<file path="src/logic/cpi_pkg.sv">
// Purpose: shared constants and types of the config protect and id block
// Assumes: apb with 32-bit data, one aligned word per register
// Notes:   register indices times four give the byte address
package cpi_pkg;

  // register indices (byte address is four times the index)
  localparam logic [15:0] IDX_USER_ID0   = 16'h8000;
  localparam logic [15:0] IDX_USER_ID3   = 16'h8003;
  localparam logic [15:0] IDX_REVISION   = 16'h8005;
  localparam logic [15:0] IDX_DEVICE     = 16'h8006;
  localparam logic [15:0] IDX_CFG3       = 16'h8008;
  localparam logic [15:0] IDX_WDOG_CTRL  = 16'h8009;
  localparam logic [15:0] IDX_WINDOW     = 16'h800a;
  localparam logic [15:0] IDX_PROTECT    = 16'h800b;

  // config word three field positions
  localparam int CPS_LSB = 0;
  localparam int WDOG_ENABLE_CONFIG_LSB = 5;
  localparam int CWS_LSB = 8;
  // wdog control register field positions
  localparam int CTRL_SEN_BIT = 0;
  localparam int CTRL_PER_LSB = 2;
  // protect status field positions
  localparam int PROT_CP_BIT = 0;
  localparam int PROT_WRT_LSB = 1;
  localparam int PROT_LOAD_BIT = 3;

  // watchdog period and window codes
  localparam logic [4:0] PER_SW_CODE   = 5'h1f;
  localparam logic [4:0] PER_SW_RESET  = 5'h0b;
  localparam logic [4:0] PER_MAX_CODE  = 5'h12;
  localparam logic [4:0] PER_SHORT     = 5'h00;
  localparam logic [4:0] DIV_EXP_BASE  = 5'h05;
  localparam logic [2:0] WIN_SW_CODE   = 3'h7;
  localparam logic [2:0] WIN_SW_ALT    = 3'h6;
  localparam logic [2:0] WIN_FULL      = 3'h7;

  // watchdog enable modes
  localparam logic [1:0] WEN_ALWAYS = 2'h3;
  localparam logic [1:0] WEN_RUN    = 2'h2;
  localparam logic [1:0] WEN_SOFT   = 2'h1;
  localparam logic [1:0] WEN_OFF    = 2'h0;

  // self-write protection select codes and region ends
  localparam logic [1:0]  WRT_OFF   = 2'h3;
  localparam logic [1:0]  WRT_BOOT  = 2'h2;
  localparam logic [1:0]  WRT_HALF  = 2'h1;
  localparam logic [12:0] END_BOOT  = 13'h01ff;
  localparam logic [12:0] END_HALF  = 13'h0fff;

  // reset values
  localparam logic [13:0] UID_RESET  = 14'h3fff;
  localparam logic [13:0] CFG3_RESET = 14'h3fff;

  typedef enum logic [1:0] {
    BOOT_LOAD = 2'b00, BOOT_SETTLE = 2'b01, BOOT_RUN = 2'b11
  } cpi_boot_e;

  typedef enum logic [1:0] {
    EXT_IDLE = 2'b00, EXT_MEM = 2'b01, EXT_ACK = 2'b11
  } cpi_ext_e;

  // nonvolatile configuration as presented by the storage array
  typedef struct packed {
    logic        cp_n;
    logic [1:0]  self_write_protect_sel;
    logic [13:0] cfg3;
  } cpi_nvm_s;

  // external programmer request, stable while its request is high
  typedef struct packed {
    logic        we;
    logic [15:0] addr;
    logic [13:0] wdata;
  } cpi_ext_req_s;

endpackage

</file>
<file path="src/logic/cpi_sync3.sv">
// Purpose: three-flop synchroniser for one pin level
// Assumes: input is asynchronous to clk_sys_in
// Notes:   output moves only once flops two and three agree
`timescale 1ns/1ps
module cpi_sync3 (
  // clock and reset
  input  wire logic clk_sys_in,
  input  wire logic arst_n_in,
  // pin side
  input  wire logic pin_in,
  // clock side
  output logic      level_out
);

  typedef struct packed {
    logic s1;
    logic s2;
    logic s3;
    logic lvl;
  } cpi_sync_s;

  cpi_sync_s q;
  cpi_sync_s next_q;

  // stage one feeds stage two only; the filter looks at two and three
  always_comb begin
    next_q = q;
    next_q.s1 = pin_in;
    next_q.s2 = q.s1;
    next_q.s3 = q.s2;
    if (q.s2 == q.s3) begin
      next_q.lvl = q.s3;
    end
  end

  always_ff @(posedge clk_sys_in or negedge arst_n_in) begin
    if (!arst_n_in) begin
      q <= '0;
    end else begin
      q <= next_q;
    end
  end

  assign level_out = q.lvl;

endmodule

</file>
<file path="src/logic/cpi_config_protect.sv">
// Purpose: config latch, code and write protection, user and chip ids
// Assumes: programmer address and data are stable while its request is high
// Notes on behaviour
// - five-bit watchdog period field, bits 4:0
// - period codes map to 2^(5+code), else 1:32
// - smallest window delay only under software control
// - code protect blocks external program memory access, reads zero
// - internal access unaffected; self-writes see protection
// - two-bit field sizes self-write protected region
// - four user id words, software read/write
// - 14-bit device and revision id words
// - id words are read-only, writes ignored
// - two-bit watchdog enable mode select
`timescale 1ns/1ps
module cpi_config_protect
  import cpi_pkg::*;
#(
  // arbitrary neutral identification values
  parameter logic [13:0] DEVICE_ID   = 14'h2a55,
  parameter logic [13:0] REVISION_ID = 14'h1001
) (
  // clock and reset
  input  wire logic         clk_sys_in,
  input  wire logic         arst_n_in,
  // apb slave
  input  wire logic         psel_in,
  input  wire logic         penable_in,
  input  wire logic         pwrite_in,
  input  wire logic [31:0]  paddr_in,
  input  wire logic [31:0]  pwdata_in,
  output logic              pready_out,
  output logic [31:0]       prdata_out,
  output logic              pslverr_out,
  // nonvolatile configuration
  input  wire cpi_nvm_s     nvm_in,
  // processor side
  input  wire logic         sleep_in,
  input  wire logic         self_wr_req_in,
  input  wire logic [12:0]  self_wr_addr_in,
  output logic              cpu_release_out,
  output logic              self_wr_allow_out,
  output logic              self_wr_deny_out,
  // watchdog settings
  output logic              wdog_enable_out,
  output logic [4:0]        wdog_period_select_out,
  output logic [4:0]        wdog_div_exp_out,
  output logic              wdog_period_sw_out,
  output logic [2:0]        wdog_window_out,
  output logic              wdog_window_sw_out,
  // external programmer
  input  wire logic         ext_req_in,
  input  wire cpi_ext_req_s ext_in,
  output logic              ext_ack_out,
  output logic [13:0]       ext_rdata_out,
  // program memory port for external access
  output logic              pm_req_out,
  output logic              pm_we_out,
  output logic [12:0]       pm_addr_out,
  output logic [13:0]       pm_wdata_out,
  input  wire logic         pm_ack_in,
  input  wire logic [13:0]  pm_rdata_in
);

  typedef struct packed {
    cpi_boot_e        boot;
    cpi_ext_e         ext;
    logic [13:0]      cfg3;
    logic             cp_n;
    logic [1:0]       self_write_protect_sel;
    logic [4:0]       period;
    logic             sen;
    logic [2:0]       window;
    logic [3:0][13:0] uid;
    logic             pready;
    logic [31:0]      prdata;
    logic             pslverr;
    logic             ext_ack;
    logic [13:0]      ext_rdata;
    logic             pm_req;
    logic             pm_we;
    logic [12:0]      pm_addr;
    logic [13:0]      pm_wdata;
    logic             wr_allow;
    logic             wr_deny;
    logic             wdog_en;
    logic [4:0]       div_exp;
  } cpi_state_s;

  cpi_state_s q;
  cpi_state_s next_q;
  logic       ext_req_lvl;

  // programmer request arrives from another clock domain
  cpi_sync3 u_req_sync (
    .clk_sys_in (clk_sys_in),
    .arst_n_in  (arst_n_in),
    .pin_in     (ext_req_in),
    .level_out  (ext_req_lvl)
  );

  // index match on an aligned word address
  function automatic logic is_idx(input logic [31:0] a,
                                  input logic [15:0] idx);
    is_idx = (a[31:18] == 14'h0) && (a[17:2] == idx) &&
             (a[1:0] == 2'b00);
  endfunction

  // divider exponent for a period code; out-of-table codes act as 1:32
  function automatic logic [4:0] div_exp(input logic [4:0] code);
    if (code <= PER_MAX_CODE) begin
      div_exp = 5'(DIV_EXP_BASE + code);
    end else begin
      div_exp = DIV_EXP_BASE;
    end
  endfunction

  // period in force at power-on for a configured code
  function automatic logic [4:0] por_period(input logic [4:0] code);
    if (code == PER_SW_CODE) begin
      por_period = PER_SW_RESET;
    end else if (code > PER_MAX_CODE) begin
      por_period = PER_SHORT;
    end else begin
      por_period = code;
    end
  endfunction

  // self-write protection test for a program memory word
  function automatic logic is_protected(input logic [1:0]  sel,
                                        input logic [12:0] a);
    unique case (sel)
      WRT_OFF:  is_protected = 1'b0;
      WRT_BOOT: is_protected = (a <= END_BOOT);
      WRT_HALF: is_protected = (a <= END_HALF);
      default:  is_protected = 1'b1;
    endcase
  endfunction

  // id space word for an index within 8000h..8006h
  function automatic logic [13:0] id_word(input cpi_state_s s,
                                          input logic [15:0] idx);
    if (idx >= IDX_USER_ID0 && idx <= IDX_USER_ID3) begin
      id_word = s.uid[idx[1:0]];
    end else if (idx == IDX_REVISION) begin
      id_word = REVISION_ID;
    end else if (idx == IDX_DEVICE) begin
      id_word = DEVICE_ID;
    end else begin
      id_word = 14'h0;
    end
  endfunction

  // single next-state process for the whole block
  always_comb begin
    logic [4:0]  cps;
    logic [2:0]  cws;
    logic [15:0] aidx;
    logic        hit;
    logic        apb_wr;
    cps = '0;
    cws = '0;
    aidx = paddr_in[17:2];
    hit = 1'b0;
    apb_wr = 1'b0;
    next_q = q;
    cps = q.cfg3[CPS_LSB +: 5];
    cws = q.cfg3[CWS_LSB +: 3];

    // latch config
    // configuration is caught after reset release, before the cpu runs
    unique case (q.boot)
      BOOT_LOAD: begin
        next_q.cfg3 = nvm_in.cfg3;
        next_q.cp_n = nvm_in.cp_n;
        next_q.self_write_protect_sel = nvm_in.self_write_protect_sel;
        next_q.boot = BOOT_SETTLE;
      end
      BOOT_SETTLE: begin
        next_q.period = por_period(cps);
        // window at power-on
        // software code 110 reads as 111; 000 gives the 87.5% delay
        if (cws == WIN_SW_ALT) begin
          next_q.window = WIN_FULL;
        end else begin
          next_q.window = cws;
        end
        next_q.boot = BOOT_RUN;
      end
      BOOT_RUN: begin
        next_q.boot = BOOT_RUN;
      end
      default: begin
        next_q.boot = BOOT_LOAD;
      end
    endcase

    // apb setup cycle prepares the answer for the access edge
    next_q.pready = 1'b0;
    next_q.pslverr = 1'b0;
    if (psel_in && !penable_in) begin
      next_q.pready = 1'b1;
      next_q.prdata = '0;
      if (paddr_in[31:18] == 14'h0 && paddr_in[1:0] == 2'b00 &&
          aidx >= IDX_USER_ID0 && aidx <= IDX_DEVICE &&
          aidx != 16'h8004) begin
        hit = 1'b1;
        next_q.prdata = {18'h0, id_word(q, aidx)};
        if (pwrite_in && aidx >= IDX_REVISION) begin
          next_q.pslverr = 1'b1;
        end
      end
      if (is_idx(paddr_in, IDX_CFG3)) begin
        hit = 1'b1;
        next_q.prdata = {18'h0, q.cfg3};
        next_q.pslverr = pwrite_in;
      end
      if (is_idx(paddr_in, IDX_WDOG_CTRL)) begin
        hit = 1'b1;
        next_q.prdata[CTRL_SEN_BIT] = q.sen;
        next_q.prdata[CTRL_PER_LSB +: 5] = q.period;
      end
      if (is_idx(paddr_in, IDX_WINDOW)) begin
        hit = 1'b1;
        next_q.prdata[2:0] = q.window;
      end
      if (is_idx(paddr_in, IDX_PROTECT)) begin
        hit = 1'b1;
        next_q.prdata[PROT_CP_BIT] = q.cp_n;
        next_q.prdata[PROT_WRT_LSB +: 2] = q.self_write_protect_sel;
        next_q.prdata[PROT_LOAD_BIT] = (q.boot == BOOT_RUN);
        next_q.pslverr = pwrite_in;
      end
      if (!hit) begin
        next_q.pslverr = 1'b1;
      end
    end

    // writes land only at the access edge of an accepted transfer
    apb_wr = psel_in && penable_in && q.pready && pwrite_in &&
             !q.pslverr;
    if (apb_wr) begin
      if (aidx >= IDX_USER_ID0 && aidx <= IDX_USER_ID3) begin
        next_q.uid[aidx[1:0]] = pwdata_in[13:0];
      end
      if (is_idx(paddr_in, IDX_WDOG_CTRL)) begin
        next_q.sen = pwdata_in[CTRL_SEN_BIT];
        if (cps == PER_SW_CODE) begin
          next_q.period = pwdata_in[CTRL_PER_LSB +: 5];
        end
      end
      // software window
      // only the software codes unlock the window, incl. smallest delay
      if (is_idx(paddr_in, IDX_WINDOW) && cws[2:1] == WIN_SW_CODE[2:1]) begin
        next_q.window = pwdata_in[2:0];
      end
    end

    unique case (q.cfg3[WDOG_ENABLE_CONFIG_LSB +: 2])
      WEN_ALWAYS: next_q.wdog_en = 1'b1;
      WEN_RUN:    next_q.wdog_en = !sleep_in;
      WEN_SOFT:   next_q.wdog_en = q.sen;
      WEN_OFF:    next_q.wdog_en = 1'b0;
    endcase
    if (q.boot != BOOT_RUN) begin
      next_q.wdog_en = 1'b0;
    end
    next_q.div_exp = div_exp(q.period);

    // region select
    // a request before the cpu is released is always refused
    next_q.wr_allow = self_wr_req_in && (q.boot == BOOT_RUN) &&
                      !is_protected(q.self_write_protect_sel, self_wr_addr_in);
    next_q.wr_deny = self_wr_req_in && !next_q.wr_allow;

    // external programmer, four-phase request and acknowledge
    unique case (q.ext)
      EXT_IDLE: begin
        if (ext_req_lvl && q.boot == BOOT_RUN) begin
          next_q.ext_rdata = '0;
          if (ext_in.addr[15]) begin
            next_q.ext_rdata = id_word(q, ext_in.addr);
            if (!ext_in.we) begin
              next_q.ext_rdata = id_word(q, ext_in.addr);
            end else if (ext_in.addr <= IDX_USER_ID3 && q.cp_n) begin
              next_q.ext_rdata = '0;
              next_q.uid[ext_in.addr[1:0]] = ext_in.wdata;
            end else begin
              next_q.ext_rdata = '0;
            end
            next_q.ext_ack = 1'b1;
            next_q.ext = EXT_ACK;
          end else if (!q.cp_n) begin
            next_q.ext_ack = 1'b1;
            next_q.ext = EXT_ACK;
          end else begin
            next_q.pm_req = 1'b1;
            next_q.pm_we = ext_in.we;
            next_q.pm_addr = ext_in.addr[12:0];
            next_q.pm_wdata = ext_in.wdata;
            next_q.ext = EXT_MEM;
          end
        end
      end
      EXT_MEM: begin
        if (pm_ack_in) begin
          next_q.pm_req = 1'b0;
          next_q.ext_rdata = q.pm_we ? 14'h0 : pm_rdata_in;
          next_q.ext_ack = 1'b1;
          next_q.ext = EXT_ACK;
        end
      end
      EXT_ACK: begin
        if (!ext_req_lvl) begin
          next_q.ext_ack = 1'b0;
          next_q.ext = EXT_IDLE;
        end
      end
      default: begin
        next_q.ext = EXT_IDLE;
        next_q.ext_ack = 1'b0;
        next_q.pm_req = 1'b0;
      end
    endcase
  end

  // state register; uid reset models an erased id area
  always_ff @(posedge clk_sys_in or negedge arst_n_in) begin
    if (!arst_n_in) begin
      q <= '0;
      q.boot <= BOOT_LOAD;
      q.ext <= EXT_IDLE;
      q.cfg3 <= CFG3_RESET;
      q.cp_n <= 1'b1;
      q.self_write_protect_sel <= WRT_OFF;
      q.period <= PER_SW_RESET;
      q.window <= WIN_FULL;
      q.uid <= {4{UID_RESET}};
      q.div_exp <= 5'(DIV_EXP_BASE + PER_SW_RESET);
    end else begin
      q <= next_q;
    end
  end

  // outputs come from the state register; cpu_release_out and the two software flags are decoded from it
  assign pready_out = q.pready;
  assign prdata_out = q.prdata;
  assign pslverr_out = q.pslverr;
  assign cpu_release_out = (q.boot == BOOT_RUN);
  assign self_wr_allow_out = q.wr_allow;
  assign self_wr_deny_out = q.wr_deny;
  assign wdog_enable_out = q.wdog_en;
  assign wdog_period_select_out = q.period;
  assign wdog_div_exp_out = q.div_exp;
  assign wdog_period_sw_out = (q.cfg3[CPS_LSB +: 5] == PER_SW_CODE);
  assign wdog_window_out = q.window;
  assign wdog_window_sw_out = (q.cfg3[CWS_LSB + 1 +: 2] == WIN_SW_CODE[2:1]);
  assign ext_ack_out = q.ext_ack;
  assign ext_rdata_out = q.ext_rdata;
  assign pm_req_out = q.pm_req;
  assign pm_we_out = q.pm_we;
  assign pm_addr_out = q.pm_addr;
  assign pm_wdata_out = q.pm_wdata;

endmodule

</file>
<file path="config.mk">
export PLATFORM = sky130hd
export DESIGN_NAME = cpi_config_protect
export DESIGN_NICKNAME = d
export VERILOG_FILES = /design/src/logic/cpi_pkg.sv /design/src/logic/cpi_sync3.sv /design/src/logic/cpi_config_protect.sv
export SDC_FILE = /design/constraint.sdc
export NUM_CORES = 1
export LEC_CHECK = 0
export BUFFER_PORTS_ARGS = -buffer_cell sky130_fd_sc_hd__buf_2
export CORE_UTILIZATION = 54
export CTS_CLUSTER_SIZE = 14
export DETAILED_ROUTE_END_ITERATION = 7
export PLACE_DENSITY = 0.84
export SLEW_MARGIN = 40
export SYNTH_ARGS = -nofsm -noshare
export SYNTH_HDL_FRONTEND = slang
export SYNTH_SLANG_ARGS = --single-unit
</file>
<file path="constraint.sdc">
create_clock -name clk_sys_in -period 2.63 [get_ports clk_sys_in]
set_input_delay 0.3945 -clock clk_sys_in [delete_from_list [all_inputs] [get_ports clk_sys_in]]
set_output_delay 0.3945 -clock clk_sys_in [all_outputs]
set_load 0.01 [all_outputs]
</file>
==> results.md <==
* Status: finished, final reports clean
* Combinational Power Share at 23.0%
* Die H at 132 µm
* Final nets at 1133
* Rows at 47
* 1st-pass router iterations at 5
* Slew Limit Fails at 0
* Reg2Reg Depth at 6
* CP startpoint kind: flop
* Switching Share at 30.2%
* Post-route design area at 10400 µm²
* PD cells at 692 nW/µm²
* Starting density of the core at 54.9%
* TNS Setup at 0 ns
* Post-place instance area at 9820 µm²
* Static leakage at 4.47 nW
* Clock Skew at 0.00778 ns
* Final Critical Period at 2.22 ns
* Pin count of the biggest net entering global routing at 98
* Hold Crit Depth at 1
* Cell area after synthesis at 9080 µm²
* Root Driver: clkbuf_16
* Hpwl dp at 16400 µm
* CP Max Fanout at 28
* Slew of the pin with the lowest slew margin at 0.624 ns
* Post-Synthesis Cells at 854
* Core ar. at 16500 µm²
* # fillers at 1308
* CP required at 2.97 ns
* Maximum root-to-sink buffer count at 2
* Synth Area per Inst at 10.6 µm²
* Min-Delay Path Class: input pin to flop
* # IOs at 245
* Die area at 17300 µm²
* Total GRT Usage at 27.9%
* Sequential cell area at 4050 µm²
* Area of the multi-input gates at 4150 µm²
* Number of diodes at 0
* Cell Int Power at 0.00503 W
* Main synth FF type: dfstp_2
* CTS Sinks at 158
* WS Path Type: flop to flop
* Post-synth EDFFs at 0
* PortBufs at 199
* Post-route ant nets at 0
* Clock Pin Slew Worst Setup and Hold Paths at 0.06 ns
* DR vias at 7076
* Synth cell types at 64
* Share of cells above drive strength 1 at 44.1%
* DIE WIDTH at 132 µm
* Remaining DRCs at 0
* CTS Buf Count at 17
* CP Capture Type: flop
* RSZ-0062 raised after global routing: false
* Grt total ovfl at 0
* MaxCap Viol Count at 0
* CTS tree: built
* Clock Latency Late Sink at 0.43 ns
* Final WL at 23300 µm
* Asr flop ratio synth at 100%
* Share of power burned in registers at 43.1%
* Slew margin rel. at 57.3%
* Switch Pwr at 0.00218 W
* Area growth, synth to finish at 14.6%
* Crit path arrival time at 2.56 ns
* Initial antenna violation count at 1
* H-tree levels at 4
* First-pass GRT wire length at 37200 µm
* Final Hold Fails at 0
* # setup viols final at 0
* Routability cong. at 0.841
* Post-DR vias/cell at 5.82
* Vias in the first global route at 6976
* Syn. warnings at 0
* Seq cells post-synth at 158
* Peak supply drop at 0.574 mV
* Sequential fraction of the synthesis area at 44.7%
* Fin crit share at 84.6%
* Top achievable clock speed at 449 MHz
* Routed length per instance at 19.2 µm
* Drt initial violations at 503
* Power share of the clock group at 34.0%
* Post-CTS sizing at 0
registers in the layout, indices dropped and copies added, names as in the netlist, 2 cells and up:
| register | count |
|---|---|
| wdog_window_out | 3 |
| pm_wdata_out | 14 |
| q | 78 |
| wdog_period_select_out | 5 |
| pm_addr_out | 13 |
| prdata_out | 14 |
| wdog_div_exp_out | 5 |
| u_req_sync.next_q | 2 |
| ext_rdata_out | 14 |
cells by family after synthesis:
family | synth area share [%]
other | 0.0413
AO/OA/AOI/OAI | 10.7
adder cells (fa/ha/maj) | 0.386
buffers and inverters | 10.3
multiplexers | 19.7
AND/OR/NAND/NOR | 14.2
flip-flops | 44.7
area by class of cell:
cell class                 instances  share of cell area [%]
multi-input combinational        556                    39.9
sequential                       158                    38.9
timing repair buffer             229                    12.2
clock buffer                      19                    4.26
tap                              220                    2.64
clock inverter                    13                    1.33
inverter                          21                   0.757
cell usage after synthesis (15+ instances only):
master	n	area, µm²
buf_4	86	646
a2bb2oi_1	15	131
mux4_2	24	541
dfrtp_1	78	1950
inv_1	20	75.1
nand2_1	91	342
o21ai_0	63	315
dfstp_2	80	2100
mux2i_1	62	621
nand2b_1	15	93.8
nor2_1	38	143
mux2_2	47	529
clkbuf_1	36	135
a21oi_1	38	190
worst max-delay path: stages (launching register included):
cell,delay (ns)
dfrtp_1,0.45
nand3_1,0.17
or4_1,0.71
nor4_4,0.28
buf_4,0.32
nand2_1,0.10
o21ai_0,0.11
metal layers:
metal / GRT usage, % / routed length [µm] / vias up
li1: - / - / 3205
met1: 36.5 / 9570 / 3492
met2: 44.7 / 11500 / 321
met3: 5.83 / 1430 / 56
met4: 12.5 / 810 / 2
met5: 0 / 10 / -
power groups by stage:
stage                     registers, W  logic [W]  clock network [W]
after floorplan                0.00307    0.00146                  0
after global placement         0.00312    0.00160                  0
after detailed placement       0.00314    0.00166                  0
after CTS                      0.00310    0.00167            0.00249
after global routing           0.00316    0.00184            0.00260
final                          0.00310    0.00166            0.00245
per-stage QoR:
stage | power [W] | hold slack, ns | utilization, % | setup slack (ns) | std cells
after floorplan | 0.00453 | 0.0989 | - | 0.304 | 871
after global placement | 0.00472 | 0.185 | 59.4 | 0.216 | 1183
after detailed placement | 0.00479 | 0.184 | 59.4 | 0.195 | 1183
after CTS | 0.00726 | 0.0654 | 63.0 | 0.411 | 1216
after global routing | 0.00760 | 0.0646 | 63.0 | 0.251 | 1216
final | 0.00721 | 0.0796 | 63.0 | 0.405 | 1216
cells in the final DEF (no fill, tap or decap), types with 8 or more instances in the layout:
master / count
buf_2: 198
a21oi_1: 38
clkbuf_16: 17
nor2_1: 38
dfrtp_1: 78
dfstp_2: 80
mux4_2: 24
nand3_1: 10
o21ai_0: 63
o21ai_1: 14
a2bb2oi_1: 15
nand2b_1: 15
nand2_1: 91
mux2_2: 47
buf_4: 26
nor3_1: 14
inv_1: 20
mux2i_1: 62
conb_1: 18
a31oi_1: 8
worst paths after layout:
| path | slack (ns) | start | endpoint |
|---|---|---|---|
| min in group asynchronous | 0.31 | arst_n_in | wdog_div_exp_out[2]$_DFF_PN0_ |
| max in group asynchronous | 1.59 | arst_n_in | q[86]$_DFF_PN1_ |
| worst max-delay path | 0.41 | q[170]$_DFF_PN0_ | q[114]$_DFF_PN1_ |
| worst min-delay path | 0.08 | ext_req_in | u_req_sync.next_q[2]$_DFF_PN0_ |
| worst min register to register | 0.36 | u_req_sync.next_q[2]$_DFF_PN0_ | u_req_sync.next_q[1]$_DFF_PN0_ |
| worst max register to register | 0.41 | q[170]$_DFF_PN0_ | q[114]$_DFF_PN1_ |
what timing repair did:
action	CTS	global route
hold endpoints to repair	46	0
buffers inserted	0	0
hold buffers	1	0
Note: power is estimated with default switching activity, not from simulation.
